===== config.mk =====
export PLATFORM = sky130hd
export DESIGN_NAME = spms_top
export DESIGN_NICKNAME = d
export VERILOG_FILES = /design/src/inc/spms_pkg.sv /design/src/core/spms_top.sv
export SDC_FILE = /design/constraint.sdc
export NUM_CORES = 1
export LEC_CHECK = 0
export BUFFER_PORTS_ARGS = -buffer_cell sky130_fd_sc_hd__buf_2
export CAP_MARGIN = 20
export CORE_MARGIN = 2
export CORE_UTILIZATION = 54
export DETAILED_ROUTE_END_ITERATION = 8
export PLACE_DENSITY = 0.8
export SYNTH_ARGS = -nofsm -noshare
export SYNTH_HDL_FRONTEND = slang
export SYNTH_SLANG_ARGS = --single-unit

===== constraint.sdc =====
create_clock -name aclk -period 2.8 [get_ports aclk]
set_input_delay 0.14 -clock aclk [delete_from_list [all_inputs] [get_ports aclk]]
set_output_delay 0.14 -clock aclk [all_outputs]
set_load 0.005 [all_outputs]

===== src/inc/spms_pkg.sv =====
package spms_pkg;
    // register byte offsets on the bus
    localparam logic [3:0] OFF_DATA        = 4'h0;
    localparam logic [3:0] OFF_CTRL        = 4'h4;
    localparam logic [3:0] OFF_STAT        = 4'h8;
    // serial_control field positions
    localparam int         CTL_IRQ_EN      = 7;
    localparam int         CTL_PORT_EN     = 6;
    localparam int         CTL_DIV_HI      = 5;
    localparam int         CTL_MASTER      = 4;
    localparam int         CTL_CLOCK_POLARITY        = 3;
    localparam int         CTL_CLOCK_PHASE        = 2;
    localparam int         CTL_DIV_LO      = 0;
    localparam logic [7:0] CTL_RESET       = 8'h00;
    localparam logic [7:0] STAT_RESET      = 8'h00;
    // half periods of sck in clock cycles, per divide ratio
    localparam logic [6:0] HALF_DIV4       = 7'h02;
    localparam logic [6:0] HALF_DIV8       = 7'h04;
    localparam logic [6:0] HALF_DIV16      = 7'h08;
    localparam logic [6:0] HALF_DIV32      = 7'h10;
    localparam logic [6:0] HALF_DIV64      = 7'h20;
    localparam logic [6:0] HALF_DIV128     = 7'h40;
    // sixteen sck transitions make one byte
    localparam logic [3:0] LAST_EDGE       = 4'hf;
    localparam logic [1:0] RESP_OKAY       = 2'h0;
    localparam logic [1:0] RESP_SLVERR     = 2'h2;

    typedef enum logic {
        SPMS_IDLE  = 1'b0,
        SPMS_SHIFT = 1'b1
    } spms_xfer_e;

    typedef struct packed {
        logic sck;
        logic mosi;
        logic miso;
        logic ss_n;
    } spms_pin_in_s;

    typedef struct packed {
        logic sck_o;
        logic sck_oe;
        logic mosi_o;
        logic mosi_oe;
        logic miso_o;
        logic miso_oe;
    } spms_pin_out_s;

    typedef struct packed {
        logic          awready;
        logic          aw_ok;
        logic [3:0]    aw_addr;
        logic          wready;
        logic          w_ok;
        logic [7:0]    w_data;
        logic          w_lane0;
        logic          bvalid;
        logic [1:0]    bresp;
        logic          arready;
        logic          rvalid;
        logic [7:0]    rdata;
        logic [1:0]    rresp;
        logic [7:0]    serial_control;
        logic          transfer_done_flag;
        logic          write_collision_flag;
        logic          overrun_flag;
        logic          mode_fault_flag;
        logic          output_disable;
        logic          select_soft_manage;
        logic          select_internal_level;
        logic          done_seq;
        logic          fault_seq;
        spms_xfer_e    xf;
        logic [7:0]    shifter;
        logic [7:0]    serial_data_buffer;
        logic          dout;
        logic          sck;
        logic [3:0]    edge_cnt;
        logic [6:0]    div_cnt;
        logic [1:0]    sck_sync;
        logic [1:0]    mosi_sync;
        logic [1:0]    miso_sync;
        logic [1:0]    ss_sync;
        logic          sck_prev;
        logic          halt_prev;
        logic          halt_armed;
        logic          irq;
        logic          wake;
        spms_pin_out_s pins;
    } spms_state_s;
endpackage


===== src/core/spms_top.sv =====
// The AXI4-Lite interface to the registers and the placing of the registers are this design's own decisions.
`timescale 1ns/1ps
module spms_top (
    input  wire logic                    aclk,
    input  wire logic                    aresetn,
    input  wire logic                    s_axi_awvalid,
    output logic                         s_axi_awready,
    input  wire logic [3:0]              s_axi_awaddr,
    input  wire logic                    s_axi_wvalid,
    output logic                         s_axi_wready,
    input  wire logic [31:0]             s_axi_wdata,
    input  wire logic [3:0]              s_axi_wstrb,
    output logic                         s_axi_bvalid,
    input  wire logic                    s_axi_bready,
    output logic [1:0]                   s_axi_bresp,
    input  wire logic                    s_axi_arvalid,
    output logic                         s_axi_arready,
    input  wire logic [3:0]              s_axi_araddr,
    output logic                         s_axi_rvalid,
    input  wire logic                    s_axi_rready,
    output logic [31:0]                  s_axi_rdata,
    output logic [1:0]                   s_axi_rresp,
    input  wire spms_pkg::spms_pin_in_s  pin_in,
    output spms_pkg::spms_pin_out_s      pin_out,
    input  wire logic                    halt_mode,
    output logic                         irq,
    output logic                         halt_wake
);

    spms_pkg::spms_state_s st;
    spms_pkg::spms_state_s next_st;

    // half period of the master sck for the divide bits
    function automatic logic [6:0] half_period(input logic hi, input logic [1:0] lo);
        logic [6:0] h;
        h = spms_pkg::HALF_DIV128;
        unique case ({hi, lo})
            3'b100: h = spms_pkg::HALF_DIV4;
            3'b000: h = spms_pkg::HALF_DIV8;
            3'b001: h = spms_pkg::HALF_DIV16;
            3'b110: h = spms_pkg::HALF_DIV32;
            3'b010: h = spms_pkg::HALF_DIV64;
            default: h = spms_pkg::HALF_DIV128; // codes with no listed ratio run slowest
        endcase
        return h;
    endfunction

    // byte offset decode, shared by the read and write paths
    function automatic logic is_reg(input logic [3:0] a, input logic [3:0] off);
        return a == off;
    endfunction

    // outputs straight from the state flops
    assign s_axi_awready = st.awready;
    assign s_axi_wready  = st.wready;
    assign s_axi_bvalid  = st.bvalid;
    assign s_axi_bresp   = st.bresp;
    assign s_axi_arready = st.arready;
    assign s_axi_rvalid  = st.rvalid;
    assign s_axi_rdata   = {24'h000000, st.rdata};
    assign s_axi_rresp   = st.rresp;
    assign pin_out       = st.pins;
    assign irq           = st.irq;
    assign halt_wake     = st.wake;

    // next state: bus side first, then pin events so a set beats a clear
    always_comb begin
        logic       wr_go;
        logic       rd_go;
        logic       ss_low;
        logic       busy;
        logic       is_master;
        logic       enabled;
        logic       edge_ev;
        logic       slave_ok;
        logic [7:0] shifted;
        wr_go     = 1'b0;
        rd_go     = 1'b0;
        ss_low    = 1'b0;
        busy      = 1'b0;
        is_master = 1'b0;
        enabled   = 1'b0;
        edge_ev   = 1'b0;
        slave_ok  = 1'b0;
        shifted   = 8'h00;
        next_st   = st;

        // pin synchronisers; only stage one feeds stage two
        next_st.sck_sync  = {st.sck_sync[0], pin_in.sck};
        next_st.mosi_sync = {st.mosi_sync[0], pin_in.mosi};
        next_st.miso_sync = {st.miso_sync[0], pin_in.miso};
        next_st.ss_sync   = {st.ss_sync[0], pin_in.ss_n};
        next_st.sck_prev  = st.sck_sync[1];
        next_st.halt_prev = halt_mode;

        // soft select replaces the pin when managed internally
        ss_low = st.select_soft_manage ? ~st.select_internal_level : ~st.ss_sync[1];
        busy   = (st.xf == spms_pkg::SPMS_SHIFT) || (st.edge_cnt != 4'h0);

        // write address and data are taken independently
        if (s_axi_awvalid && st.awready) begin
            next_st.aw_ok   = 1'b1;
            next_st.aw_addr = s_axi_awaddr;
        end
        if (s_axi_wvalid && st.wready) begin
            next_st.w_ok    = 1'b1;
            next_st.w_data  = s_axi_wdata[7:0];
            next_st.w_lane0 = s_axi_wstrb[0];
        end
        if (st.bvalid && s_axi_bready) begin
            next_st.bvalid = 1'b0;
        end
        wr_go = st.aw_ok && st.w_ok && !st.bvalid;
        if (wr_go) begin
            next_st.aw_ok  = 1'b0;
            next_st.w_ok   = 1'b0;
            next_st.bvalid = 1'b1;
            next_st.bresp  = spms_pkg::RESP_OKAY;
            if (is_reg(st.aw_addr, spms_pkg::OFF_CTRL)) begin
                if (st.w_lane0) begin
                    next_st.serial_control = st.w_data;
                    if (st.mode_fault_flag && st.fault_seq) begin
                        next_st.mode_fault_flag = 1'b0;
                        next_st.fault_seq       = 1'b0;
                    end else if (st.mode_fault_flag) begin
                        next_st.serial_control[spms_pkg::CTL_PORT_EN] = 1'b0;
                        next_st.serial_control[spms_pkg::CTL_MASTER]  = 1'b0;
                    end
                end
            end else if (is_reg(st.aw_addr, spms_pkg::OFF_STAT)) begin
                if (st.w_lane0) begin
                    next_st.output_disable        = st.w_data[2];
                    next_st.select_soft_manage    = st.w_data[1];
                    next_st.select_internal_level = st.w_data[0];
                end
                // a write is a status access too
                if (st.transfer_done_flag || st.write_collision_flag) begin
                    next_st.done_seq = 1'b1;
                end
                if (st.mode_fault_flag) begin
                    next_st.fault_seq = 1'b1;
                end
            end else if (is_reg(st.aw_addr, spms_pkg::OFF_DATA)) begin
                if (st.w_lane0 && !(st.transfer_done_flag && !st.done_seq)) begin
                    if (st.done_seq) begin
                        next_st.transfer_done_flag   = 1'b0;
                        next_st.write_collision_flag = 1'b0;
                        next_st.done_seq             = 1'b0;
                    end
                    if (busy) begin
                        next_st.write_collision_flag = 1'b1;
                    end else begin
                        next_st.shifter = st.w_data;
                        next_st.dout    = st.w_data[7];
                        if (st.serial_control[spms_pkg::CTL_PORT_EN] && st.serial_control[spms_pkg::CTL_MASTER]
                            && !halt_mode) begin
                            next_st.xf       = spms_pkg::SPMS_SHIFT;
                            next_st.edge_cnt = 4'h0;
                            next_st.div_cnt  = half_period(st.serial_control[spms_pkg::CTL_DIV_HI],
                                                           st.serial_control[1:0]) - 7'h01;
                        end
                    end
                end
            end else begin
                next_st.bresp = spms_pkg::RESP_SLVERR;
            end
        end

        // read: answered the cycle after the address is taken
        if (st.rvalid && s_axi_rready) begin
            next_st.rvalid = 1'b0;
        end
        rd_go = s_axi_arvalid && st.arready;
        if (rd_go) begin
            next_st.rvalid = 1'b1;
            next_st.rresp  = spms_pkg::RESP_OKAY;
            next_st.rdata  = 8'h00;
            if (is_reg(s_axi_araddr, spms_pkg::OFF_CTRL)) begin
                next_st.rdata = st.serial_control;
            end else if (is_reg(s_axi_araddr, spms_pkg::OFF_STAT)) begin
                next_st.rdata = {st.transfer_done_flag, st.write_collision_flag, st.overrun_flag,
                                 st.mode_fault_flag, 1'b0, st.output_disable, st.select_soft_manage,
                                 st.select_internal_level};
                next_st.overrun_flag = 1'b0;
                if (st.transfer_done_flag || st.write_collision_flag) begin
                    next_st.done_seq = 1'b1;
                end
                if (st.mode_fault_flag) begin
                    next_st.fault_seq = 1'b1;
                end
            end else if (is_reg(s_axi_araddr, spms_pkg::OFF_DATA)) begin
                next_st.rdata = st.serial_data_buffer;
                if (st.done_seq) begin
                    next_st.transfer_done_flag   = 1'b0;
                    next_st.write_collision_flag = 1'b0;
                    next_st.done_seq             = 1'b0;
                end
            end else begin
                next_st.rresp = spms_pkg::RESP_SLVERR;
            end
        end

        // halt: arm a slave wake only if selected at entry
        if (halt_mode && !st.halt_prev) begin
            next_st.halt_armed = ss_low && st.serial_control[spms_pkg::CTL_PORT_EN]
                                 && !st.serial_control[spms_pkg::CTL_MASTER];
        end
        if (!halt_mode) begin
            next_st.halt_armed = 1'b0;
        end

        is_master = next_st.serial_control[spms_pkg::CTL_MASTER];
        enabled   = next_st.serial_control[spms_pkg::CTL_PORT_EN];

        // mode fault: select pulled low while we are the master
        if (enabled && is_master && ss_low && !halt_mode) begin
            next_st.mode_fault_flag = 1'b1;
            next_st.serial_control[spms_pkg::CTL_PORT_EN] = 1'b0;
            next_st.serial_control[spms_pkg::CTL_MASTER]  = 1'b0;
            next_st.xf       = spms_pkg::SPMS_IDLE;
            next_st.edge_cnt = 4'h0;
            enabled          = 1'b0;
            is_master        = 1'b0;
        end

        // master ticks from the divider; frozen in halt
        if (is_master && enabled && st.xf == spms_pkg::SPMS_SHIFT && !halt_mode) begin
            if (st.div_cnt == 7'h00) begin
                edge_ev         = 1'b1;
                next_st.div_cnt = half_period(st.serial_control[spms_pkg::CTL_DIV_HI],
                                              st.serial_control[1:0]) - 7'h01;
            end else begin
                next_st.div_cnt = st.div_cnt - 7'h01;
            end
        end
        // slave follows synchronised sck; divide bits unused here
        slave_ok = enabled && !is_master && ss_low && (!halt_mode || st.halt_armed);
        if (slave_ok && (st.sck_sync[1] != st.sck_prev)) begin
            edge_ev = 1'b1;
        end
        if (enabled && !is_master && !ss_low) begin
            next_st.edge_cnt = 4'h0;                              // deselect ends a partial byte
        end

        // shared shift engine: capture on edges matching the phase
        if (edge_ev) begin
            if (st.edge_cnt[0] == st.serial_control[spms_pkg::CTL_CLOCK_PHASE]) begin
                shifted = {st.shifter[6:0], is_master ? st.miso_sync[1] : st.mosi_sync[1]};
                next_st.shifter = shifted;
            end else begin
                shifted      = st.shifter;
                next_st.dout = st.shifter[7];
            end
            if (is_master) begin
                next_st.sck = ~st.sck;
            end
            next_st.edge_cnt = st.edge_cnt + 4'h1;
            if (st.edge_cnt == spms_pkg::LAST_EDGE) begin
                next_st.edge_cnt = 4'h0;
                next_st.xf       = spms_pkg::SPMS_IDLE;
                // a done clear in this same cycle lets the new byte set the flag again
                if (next_st.transfer_done_flag) begin
                    next_st.overrun_flag = 1'b1;
                end else begin
                    next_st.transfer_done_flag = 1'b1;
                    next_st.serial_data_buffer = shifted;
                end
            end
        end

        // sck rests at the polarity level between bytes
        if (next_st.xf == spms_pkg::SPMS_IDLE) begin
            next_st.sck = next_st.serial_control[spms_pkg::CTL_CLOCK_POLARITY];
        end

        // pin drive: nothing unless the port is enabled
        enabled   = next_st.serial_control[spms_pkg::CTL_PORT_EN];
        is_master = next_st.serial_control[spms_pkg::CTL_MASTER];
        next_st.pins.sck_o   = next_st.sck;
        next_st.pins.sck_oe  = enabled && is_master;
        next_st.pins.mosi_o  = next_st.dout;
        next_st.pins.mosi_oe = enabled && is_master && !next_st.output_disable;
        next_st.pins.miso_o  = next_st.dout;
        next_st.pins.miso_oe = enabled && !is_master && !next_st.output_disable && ss_low;

        // one shared request; it also ends wait mode
        next_st.irq  = next_st.serial_control[spms_pkg::CTL_IRQ_EN]
                       && (next_st.transfer_done_flag || next_st.mode_fault_flag
                           || next_st.overrun_flag);
        // only the done event of an armed slave leaves halt
        next_st.wake = halt_mode && next_st.halt_armed && next_st.serial_control[spms_pkg::CTL_IRQ_EN]
                       && next_st.transfer_done_flag;

        // bus readiness follows the pending work
        next_st.awready = !next_st.aw_ok && !next_st.bvalid;
        next_st.wready  = !next_st.w_ok && !next_st.bvalid;
        next_st.arready = !next_st.rvalid;
    end

    // single register bank; synchronous reset to all zero
    always_ff @(posedge aclk) begin
        if (!aresetn) begin
            st <= '0;
        end else begin
            st <= next_st;
        end
    end

endmodule


**After elaboration in Yosys (flattened, before gate mapping)**

Cells that the tools add are included.

- Output and inout port bits: 49
- Bits in latches: 0
- Memory bits (read-only): 0
- Input bits: 56
- Register bits: 95
- RAM bits: 0
- Memories kept: 0
- Logic and storage cells: 262

- Multiplexer cells: 119
- $lt $le $gt $ge: 0
- Bitwise gates (word level): 5
- Multipliers: 0
- Equality and inequality tests: 19
- Div/mod/pow operators: 0
- Shift operators: 0
- Reduce and logical (&&, ||, !) cells: 72
- Add/sub/neg operators: 4

Operators by type and width:

| operator | number |
|---|---|
| 2-to-1 mux 11 bit | 8 |
| 2-to-1 mux 7 bit | 11 |
| 2-to-1 mux 8 bit | 9 |
| 2-to-1 mux 1 bit | 55 |
| 2-to-1 mux 9 bit | 5 |
| logical AND 1 bit | 35 |
| case mux 7 bit (5 select lines) | 1 |
| 2-to-1 mux 2 bit | 16 |
| 2-to-1 mux 23 bit | 1 |
| subtractor 7 x 1 -> 7 bit, second input constant | 3 |
| 2-to-1 mux 10 bit | 2 |
| nonzero test 4 bit | 5 |
| 2-to-1 mux 4 bit | 4 |
| 2-to-1 mux 15 bit | 1 |
| 2-to-1 mux 3 bit | 5 |
| AND reduction 7 bit | 2 |
| logical NOT 1 bit | 13 |
| equality test 4 bit, second input constant | 3 |
| inequality test 4 x 1 -> 1 bit, second input constant | 3 |
| inequality test 2 x 1 -> 1 bit, second input constant | 5 |
| equality test 4 x 3 -> 1 bit, second input constant | 2 |
| logical NOT 4 bit | 2 |
| nonzero test 2 bit | 4 |
| logical NOT 7 bit | 1 |
| other kinds (13) | 23 |

**Longest topological paths before layout**

Gate-level depths: netlist of the first run.

- Depth after elaboration: 23
- Depth in mapped cells: 9
- Gate-level depth less buffers: 9

**Least setup slack after synthesis of the first run**

Ideal clock, no wire load.

- Kind: register to register
- Start: register st[93] (netlist bit)
- End: register st[39] (netlist bit)
- Data required time: 2.721 ns
- Path buffers: 1
- Stages on the path, launching flop included: 9
- Setup slack: 0.540 ns
- Period minus slack after synthesis: 2.260 ns
- Setup time: 0.079 ns
- Data arrival time: 2.181 ns
- Cell sequence: dfxtp_1 nand4bb_4 nor3_4 mux2_4 or3_4 a211oi_4 buf_6 nor2_1 a211oi_2

- Longest elaborated chain between the ends: 14
- Elaborated cells between the ends (all ways): 30
- Classes of those cells: 2 x eq/ne; 14 x mux; 1 x bitwise; 13 x reduce/logical

RTL lines:

| element | line | text |
|---|---|---|
| start: declaration | spms_top.sv:30 | `spms_pkg::spms_state_s st;` |
| start signal: assignment | spms_top.sv:305 | `st <= next_st;` |
| parallel branches: the longest is 2 deep, another holds logical NOT 4 bit | n/a |  |
| 2-to-1 mux 10 bit * | spms_top.sv:114 | `if (wr_go) begin` |
| logical AND 1 bit (3 in a row) | spms_top.sv:216 | `if (enabled && is_master && ss_low && !halt_mode) begin` |
| 2-to-1 mux 1 bit | spms_top.sv:216 |  |
| logical NOT 1 bit | spms_top.sv:237 | `slave_ok = enabled && !is_master && ss_low && (!halt_mode \|\| st.halt_armed);` |
| logical AND 1 bit (3 in a row) | spms_top.sv:237 |  |
| logical AND 1 bit | spms_top.sv:238 | `if (slave_ok && (st.sck_sync[1] != st.sck_prev)) begin` |
| 2-to-1 mux 1 bit | spms_top.sv:238 |  |
| AND reduction 3 bit (no line) * | n/a |  |

Mark *: on every way between the ends.
A chain may end at the register's enable or synchronous reset.

**Worst setup path after layout of the first run**

- Start: register st[96] (netlist bit)
- End: register st[24] (netlist bit)

- Longest elaborated chain between the ends: 12
- Elaborated cells between the ends (all ways): 20
- Classes of those cells: 3 x eq/ne; 4 x mux; 13 x reduce/logical

RTL lines:

| element | line | text |
|---|---|---|
| logical AND 1 bit * (2 in a row) | spms_top.sv:113 | `wr_go = st.aw_ok && st.w_ok && !st.bvalid;` |
| 2-to-1 mux 10 bit | spms_top.sv:114 |  |
| logical AND 1 bit (3 in a row) | spms_top.sv:216 |  |
| 2-to-1 mux 1 bit | spms_top.sv:216 |  |
| logical AND 1 bit (3 in a row) | spms_top.sv:227 | `if (is_master && enabled && st.xf == spms_pkg::SPMS_SHIFT && !halt_mode) begin` |
| inequality test 2 x 1 -> 1 bit (no line) or nonzero test 2 bit (tied branches) | n/a |  |
| AND reduction 7 bit (no line) | n/a |  |

Mark *: on every way between the ends. The rest lies on a longest branch, timed or not.

==> results of run 1 <==
[placed cells by master (no fill, tap or decap), types with 6 or more instances in the layout]
cell / Yosys / layout
and3_1: 10 / 10
clkbuf_8: 0 / 10
inv_1: 10 / 10
o21ai_0: 12 / 12
nor3_1: 12 / 12
buf_4: 45 / 13
buf_2: 2 / 51
a211oi_1: 14 / 14
and2_1: 14 / 14
nor2_1: 49 / 49
dfxtp_1: 93 / 93
mux2_2: 6 / 6
mux2i_1: 20 / 20
o221ai_1: 7 / 7
nand3_1: 20 / 20
conb_1: 1 / 26
a22oi_1: 7 / 7
nand2_1: 64 / 64
a21oi_1: 42 / 42
[power groups by stage]
stage	sequential (W)	clock, W	combinational (W)
4_1_cts	0.00138	0.00101	0.000150
2_1_floorplan	0.00140	0	0.000122
6_report	0.00138	0.000999	0.000151
3_3_place_gp	0.00141	0	0.000141
5_1_grt	0.00138	0.00106	0.000171
3_5_place_dp	0.00141	0	0.000145
[what timing repair did]
item	4_1_cts	5_1_grt
setup endpoints to repair	0	0
hold endpoints to repair	4	0
hold buffers	4	0
[final timing paths]
kind / startpoint / endpoint / slack, ps
setup reg to reg: st[96] / st[24] / 270
hold reg to reg: next_st[16] / st[16] / 440
hold / removal: s_axi_wdata[4] / st[86] / 10
setup / recovery: st[96] / st[24] / 270
[tightest hold or removal path: cells and delay by family]
kind	cells	cell delay, ps
buffers and inverters	1	100
AO/OA/AOI/OAI	1	50
AND/OR/NAND/NOR	1	40
[through the flow]
stage / utilization / cells / setup WS, ps / area [sq um] / total power, W
2_1_floorplan: - / 535 / 540 / 4540 / 0.00152
3_3_place_gp: 0.571 / 643 / 405 / 4620 / 0.00155
3_5_place_dp: 0.571 / 643 / 327 / 4620 / 0.00155
4_1_cts: 0.603 / 663 / 299 / 4880 / 0.00253
5_1_grt: 0.603 / 663 / 62.4 / 4880 / 0.00262
6_report: 0.603 / 663 / 269 / 4880 / 0.00253
[synthesized netlist by cell type (all sizes together), types with 2 or more instances]
cell type,instances,area share
a2111oi,2,0.0039
a211oi,18,0.037
a21oi,42,0.047
a22oi,7,0.012
a31oi,3,0.0042
a32o,4,0.0090
and2,14,0.020
and3,10,0.014
and3b,2,0.0039
buf,48,0.081
clkbuf,13,0.011
dfxtp,93,0.42
ha,4,0.011
inv,10,0.0084
mux2,7,0.019
mux2i,20,0.045
nand2,64,0.054
nand2b,4,0.0056
nand3,21,0.025
nand3b,4,0.0096
nor2,49,0.041
nor2b,3,0.0042
nor3,13,0.017
nor4,3,0.0076
nor4b,3,0.0059
o21a,2,0.0034
o21ai,14,0.018
o221ai,7,0.014
o22ai,2,0.0028
o31a,2,0.0039
o31ai,2,0.0034
or3,3,0.0053
xnor2,2,0.0039
[flip-flops by register name (all words and copies together) (netlist names)]
name,cells
s_axi_rdata,8
st,66
s_axi_bresp,1
next_st,5
s_axi_bvalid,1
s_axi_awready,1
s_axi_rresp,1
halt_wake,1
s_axi_rvalid,1
s_axi_arready,1
pin_out,5
irq,1
s_axi_wready,1
[cell families after synthesis]
logic type                 count (synthesis)  synth area share
xor gates and xnor gates                   3           0.00591
and+or+nand+nor                          198             0.227
buffers and inverters                     72             0.101
AOI/OAI and AO/OA                        112             0.172
DFF                                       93             0.419
adders and majority gates                  4            0.0113
muxes                                     27            0.0636
other                                      1          0.000843
[metal layers]
layer  track usage  vias to the layer above  wire length [um]
met4        0.0652                        0               205
met1         0.321                     1730              4500
met3        0.0471                       21               572
li1              -                     1822                 -
met5             0                        -                 0
met2         0.382                      135              4850
[area by class of cell]
| cell class | instances | area, sq um | area share |
|---|---|---|---|
| multi-input combinational | 370 | 2230 | 0.457 |
| clock buffer | 11 | 141 | 0.0290 |
| tap | 105 | 131 | 0.0269 |
| inverter | 11 | 41.3 | 0.00846 |
| clock inverter | 5 | 82.6 | 0.0169 |
| timing repair buffer | 68 | 393 | 0.0805 |
| sequential | 93 | 1860 | 0.381 |
==> results_dict.tcl, run 1 <==
set metrics [dict create \
    status "finished clean" \
    synth_warnings 0 \
    p_sw_frac 0.231 \
    slew_viol_final 0 \
    routed_wl_um 10100 \
    crit_fanout 14 \
    post-dp-hpwl_um 7500 \
    p_per_area_nw_per_um2 518 \
    worstPathArrival_ps 2830 \
    grt_max_degree 40 \
    fillers 736 \
    critPathKind "register to register" \
    via_count 3708 \
    synthArstFlopShare 0 \
    grt_pass1_vias 3304 \
    cp_slowest_cell "or3b_2" \
    first_iter_violations 252 \
    final.setup.tns_ps 0 \
    grt_first_pass_wirelength_um 16400 \
    hold_viol_final 0 \
    cts_root_buf "clkbuf_8" \
    synth_enable_flop_cells 0 \
    switchingPower_w 0.000583 \
    wl_per_cell_um 15.3 \
    synthToLayoutAreaGrowth_pct 9.76 \
    synthFlopType "dfxtp_1" \
    intPower_w 0.00195 \
    firstDrtPassIters 5 \
    die-area_sq_um 8980 \
    track_usage 0.236 \
    netlist-cell-type-count 60 \
    htree_levels 3 \
    finalCritPeriodShare 0.904 \
    cts_buffers 9 \
    layout_min_cycle_time_ps 2530 \
    ant_nets 0 \
    start_util 0.549 \
    rsz0062_at_grt "no" \
    syn_avg_cell_area_sq_um 8.72 \
    hp-class "input pin to register" \
    fin_skew_ps 6.53 \
    ys_seq_area_frac 0.419 \
    path_clk_slew_ps 90 \
    io_pins 105 \
    clock_latency_ps 360 \
    synth_seq_cells 93 \
    p_seq_frac 0.545 \
    start_kind "register" \
    antenna_found_initial 0 \
    crit_chain "nand3b_4, nor3_4, mux2_2, or3b_2, o41ai_1, a32o_1" \
    critical_path_buf_inv_count 0 \
    p_leak_nw 2.01 \
    core_region_area_sq_um 8090 \
    cts_num_sinks 93 \
    worstHoldPathCells 3 \
    clock_path_buffers 2 \
    die-width_um 94.7 \
    cp-end-kind "register" \
    fin_nets 613 \
    gp_congestion 0.893 \
    path_depth 6 \
    r2r_cells 6 \
    clock_power_share 0.395 \
    grt-ovfl-total 0 \
    drc 0 \
    relSlewSlack 0.560 \
    cts_resized 0 \
    max_cap_viol_count 0 \
    synth.cell_area_sq_um 4450 \
    critPathRequiredTime_ps 3100 \
    synthCells 510 \
    worstMarginPinSlew_ps 660 \
    comb_power_share 0.060 \
    std_cell_rows 33 \
    die_h_um 94.7 \
    drive_above_1_share 0.179 \
    max_stage_delay_ps 610 \
    setup_viol 0 \
    fmax_ghz 0.395 \
    port_buffers 51 \
    crit_family "simple AND/OR/NAND/NOR gates" \
    vdd_ir_drop_max_mv 0.384 \
    post_drt_via_cell_ratio 5.59 \
    worst_hold_slack_ps 9.51 \
    cts_setup_buffers 0 \
    cts_tree "done" \
    num_antenna_cells 0 \
]
Note: power is estimated with default switching activity, not from simulation.
==> run 2, diff against run 1 <==
--- a/config.mk
+++ b/config.mk
@@ -8,9 +8,9 @@
 export BUFFER_PORTS_ARGS = -buffer_cell sky130_fd_sc_hd__buf_2
 export CAP_MARGIN = 20
 export CORE_MARGIN = 2
-export CORE_UTILIZATION = 54
+export CORE_UTILIZATION = 50
 export DETAILED_ROUTE_END_ITERATION = 8
-export PLACE_DENSITY = 0.8
+export PLACE_DENSITY = 0.75
 export SYNTH_ARGS = -nofsm -noshare
 export SYNTH_HDL_FRONTEND = slang
 export SYNTH_SLANG_ARGS = --single-unit
==> constraint.sdc (replaced) <==
create_clock -name aclk -period 2.6 [get_ports aclk]
set_input_delay 0.13 -clock aclk [delete_from_list [all_inputs] [get_ports aclk]]
set_output_delay 0.13 -clock aclk [all_outputs]
set_load 0.005 [all_outputs]
==> run 2 against run 1 <==
  * Worst setup slack got worse by 190 ps
  * Via count grew 2.9%
  * Sequential share of layout area down 1.6 points
  * Sequential power grew 8%
  * Cell count is 3.3% higher
  * Global-route usage decreased by 1.1 points
  * Register-to-register slack lost 190 ps
  * Non-clock buffer count rose by 19
  * Largest cell class unchanged
  * Highest routed layer unchanged
==> results_dict.tcl, run 2 (same netlist as run 1, synthesis figures left out) <==
set metrics [dict create \
    critical_path_buf_inv_count 1 \
    endpoint "st[39]" \
    wl_per_cell_um 15.9 \
    worstMarginPinSlew_ps 657 \
    largest_reg_flops 66 \
    max_cap_viol_count 0 \
    drive_above_1_share 0.199 \
    fin_skew_ps 11.9 \
    p_leak_nw 2.11 \
    die_h_um 98.3 \
    hold_viol_final 0 \
    cts_buffers 9 \
    gp_congestion 0.965 \
    cts_root_buf "clkbuf_8" \
    port_buffers 51 \
    post-dp-hpwl_um 7770 \
    htree_levels 3 \
    die-area_sq_um 9660 \
    critPathRequiredTime_ps 2890 \
    io_pins 105 \
    grt_max_degree 36 \
    routed_wl_um 10900 \
    fin_nets 632 \
    std_cell_rows 34 \
    postPlaceCellArea_sq_um 4650 \
    slew_viol_final 0 \
    status "finished clean" \
    start_kind "register" \
    grt-ovfl-total 0 \
    p_per_area_nw_per_um2 524 \
    num_antenna_cells 0 \
    start_util 0.512 \
    core_region_area_sq_um 8680 \
    cts_tree "done" \
    crit_family "simple AND/OR/NAND/NOR gates" \
    path_clk_slew_ps 100 \
    final_area_sq_um 5110 \
    post_drt_via_cell_ratio 5.57 \
    setup_viol 0 \
    via_count 3816 \
    cp-end-kind "register" \
    worstPathArrival_ps 2820 \
    crit_fanout 5 \
    clock_path_buffers 2 \
    critPathKind "register to register" \
    layout_common_cells "dfxtp_1 (91), nand2_1 (64), buf_2 (51), nor2_1 (49), a21oi_1 (42)" \
    grt_first_pass_wirelength_um 17500 \
    reg2reg_slack_ps 80 \
    vdd_ir_drop_max_mv 0.324 \
    drc 0 \
    finalCritPeriodShare 0.971 \
    layout_min_cycle_time_ps 2520 \
    final.setup.tns_ps 0 \
    r2r_start "st[92]" \
    worst_hold_slack_ps 15.2 \
    cts_num_sinks 93 \
    grt_pass1_vias 3554 \
    cp_slowest_cell "or3_4" \
    antenna_found_initial 0 \
    r2r_end "st[39]" \
    crit_chain "nand4bb_4, nor3_4, mux2_4, or3_4, a211oi_4, clkbuf_16, nor2_1, a211oi_2" \
    firstDrtPassIters 6 \
    final_common_cell "dfxtp_1" \
    die-width_um 98.3 \
    synthToLayoutAreaGrowth_pct 14.9 \
    clock_latency_ps 380 \
    largest_register "st" \
    hp-class "input pin to register" \
    critPathLaunch "st[92]" \
    r2r_cells 8 \
    track_usage 0.225 \
    first_iter_violations 253 \
    ant_nets 0 \
    max_stage_delay_ps 370 \
    relSlewSlack 0.562 \
    path_depth 8 \
    fmax_ghz 0.396 \
]
-- run 2: how the worst min path moves through the flow --
stage,from,to,slack (ps),cells past startpoint
2_1_floorplan,pin_in[0],next_st[12],260,1
3_3_place_gp,pin_in[3],next_st[18],340,2
3_5_place_dp,pin_in[0],next_st[12],350,2
4_1_cts,halt_mode,st[8],6,3
5_1_grt,s_axi_awaddr[3],st[95],30,3
6_report,halt_mode,st[8],20,3
-- run 2: area by class of cell --
type                       count  area [sq um]
tap                          108           135
sequential                    93          1860
multi-input combinational    370          2260
fill                         770          3570
inverter                      11          41.3
timing repair buffer          87           606
clock inverter                 7          78.8
clock buffer                   9           124
-- run 2: repair_timing --
action	in CTS	in global routing
hold endpoints to repair	15	0
gates resized for setup	0	7
hold buffers	15	0
setup buffers	0	5
setup endpoints to repair	0	5
-- run 2: metal layers --
metal | global-route usage | wire (um)
met3 | 0.0537 | 650
met2 | 0.385 | 5370
met5 | 0 | 0
met1 | 0.285 | 4680
met4 | 0.0590 | 209
-- run 2: report_power, final --
group	switching (W)	total [W]	leakage, nW	internal [W]
Combinational	0.000102	0.000180	1.26	0.0000779
Clock	0.000556	0.00101	0.0982	0.000456
Sequential	0.0000282	0.00149	0.756	0.00146
Total	0.000686	0.00268	2.11	0.00199
-- run 2: tightest hold or removal path, cell delays in order --
cell and delay (ps):
buf_2 110, nand2_1 70, nor2_1 40
-- run 2: per-stage QoR --
step	power [W]	utilization	std cells	setup slack, ps
CTS	0.00269	0.576	679	122
detailed placement	0.00168	0.536	648	167
finish	0.00268	0.589	685	75.5
global placement	0.00167	0.536	648	206
global route	0.00277	0.589	685	-21.5
floorplan	0.00164	-	535	340
==> run 3, diff against run 2 <==
--- a/config.mk
+++ b/config.mk
@@ -9,7 +9,9 @@
 export CAP_MARGIN = 20
 export CORE_MARGIN = 2
 export CORE_UTILIZATION = 50
+export CTS_CLUSTER_DIAMETER = 100
 export DETAILED_ROUTE_END_ITERATION = 8
+export GPL_TIMING_DRIVEN = 0
 export PLACE_DENSITY = 0.75
 export SYNTH_ARGS = -nofsm -noshare
 export SYNTH_HDL_FRONTEND = slang
==> run 3 against run 2 <==
  * Combinational power increased by 24%
  * Via count increased by 4.9%
  * Final area grew 5.7%
  * Worst hold slack gained 21 ps
  * Non-clock buffer count grew 46
  * Critical endpoint is now st[35]
==> results_dict.tcl, run 3 (same netlist as run 1, synthesis figures left out) <==
set metrics [dict create \
    wl_per_cell_um 15.5 \
    power_w 0.00266 \
    layout_min_cycle_time_ps 2500 \
    track_usage 0.230 \
    worstHoldPathCells 3 \
    rsz0062_at_grt "no" \
    fmax_ghz 0.400 \
    port_buffers 50 \
    routed_wl_um 11300 \
    htree_levels 3 \
    fin_skew_ps 12.8 \
    critPathKind "register to register" \
    crit_fanout 6 \
    worstPathArrival_ps 2780 \
    cts_root_buf "clkbuf_8" \
    worst_hold_slack_ps 36.0 \
    grt_first_pass_wirelength_um 17600 \
    hp-class "input pin to register" \
    hold_viol_final 0 \
    grt_pass1_vias 3627 \
    p_per_area_nw_per_um2 493 \
    fin_nets 678 \
    cts_tree "done" \
    post-dp-hpwl_um 8270 \
    setup_viol 0 \
    r2r_cells 8 \
    drc 0 \
    clock_path_buffers 2 \
    start_kind "register" \
    cts_buffers 9 \
    cp_slowest_cell "or3_4" \
    slew_viol_final 0 \
    num_antenna_cells 0 \
    crit_chain "nand4bb_4, nor3_4, mux2_4, or3_4, a211oi_4, buf_6, nor2_1, a211oi_1" \
    largest_reg_flops 66 \
    post_drt_via_cell_ratio 5.48 \
    cp-end-kind "register" \
    worstMarginPinSlew_ps 904 \
    grt-ovfl-total 0 \
    p_leak_nw 2.30 \
    max_cap_viol_count 0 \
    final_common_cell "dfxtp_1" \
    synthToLayoutAreaGrowth_pct 21.4 \
    clock_latency_ps 370 \
    fin_util 0.622 \
    first_iter_violations 198 \
    ant_nets 0 \
    relSlewSlack 0.396 \
    largest_register "st" \
    status "finished clean" \
    finalCritPeriodShare 0.961 \
    io_pins 105 \
    std_cell_rows 34 \
    drive_above_1_share 0.236 \
    dp_cells 693 \
    gp_congestion 0.912 \
    die-width_um 98.3 \
    max_stage_delay_ps 430 \
    die-area_sq_um 9660 \
    cts_num_sinks 93 \
    die_h_um 98.3 \
    core_region_area_sq_um 8680 \
    vdd_ir_drop_max_mv 0.380 \
    via_count 4004 \
    layoutNonFillerInstCount 731 \
    critPathRequiredTime_ps 2880 \
    layout_common_cells "dfxtp_1 (91), nand2_1 (63), buf_2 (50), nor2_1 (49), buf_4 (49)" \
    path_clk_slew_ps 100 \
    antenna_found_initial 0 \
    start_util 0.512 \
    grt_max_degree 19 \
    firstDrtPassIters 5 \
]
## run 3: cell types whose count changed in the layout (fill, tap and decap cells not counted), moves of 2 or more
cell	before	now
clkbuf_1	0	14
buf_6	0	3
buf_4	18	49
dlygate4sd3_1	15	17
inv_8	1	3
clkinvlp_4	2	0
## run 3: path summary, 6_finish.rpt
path,from,slack [ps],endpoint
hold / removal,s_axi_rready,40,s_axi_rvalid
hold reg to reg,next_st[12],440,st[12]
setup reg to reg,st[93],100,st[35]
setup / recovery,st[93],100,st[35]
## run 3: layout make-up
class	count	area [sq um]
fillers	792	3280
multi-input cells	370	2280
flip-flops and latches	93	1860
repair buffers	72	474
plain buffers	61	417
well taps	108	135
clock buffers	10	128
clock inverters	6	60.1
inverters	11	41.3
## run 3: layer usage
layer | track usage | vias up | share of wire
li1 | - | 1953 | -
met1 | 0.284 | 1882 | 0.43
met2 | 0.392 | 150 | 0.49
met3 | 0.0630 | 19 | 0.066
met4 | 0.0643 | 0 | 0.017
met5 | 0 | - | 0
## run 3: where the power goes
part	total, W	switching, W	internal (W)	leakage, nW
clock network	0.000953	0.000574	0.000379	0.0976
logic	0.000223	0.000112	0.000111	1.45
registers	0.00149	0.0000289	0.00146	0.756
## run 3: critical path: cells and delay by family, from the launching register on
kind	cells	cell delay, ps
AO/OA/AOI/OAI	2	470
buffers and inverters	1	160
flip-flops	1	350
multiplexers	1	350
AND/OR/NAND/NOR	4	1070
## run 3: repair_timing
action / in CTS / in global routing
pin swaps: 1 / 2
setup endpoints to repair: 11 / 23
setup buffers: 1 / 4
hold endpoints to repair: 16 / 1
cloned: 0 / 0
gates resized for setup: 1 / 16
hold buffers: 16 / 1
## run 3: through the flow
step,TNS [ps],cell area [sq um],worst slack [ps]
2_1_floorplan,0,4540,340
3_3_place_gp,-317,4930,-91.9
3_5_place_dp,-423,4930,-123
4_1_cts,0,5290,19.8
5_1_grt,0,5400,8.17
6_report,0,5400,101
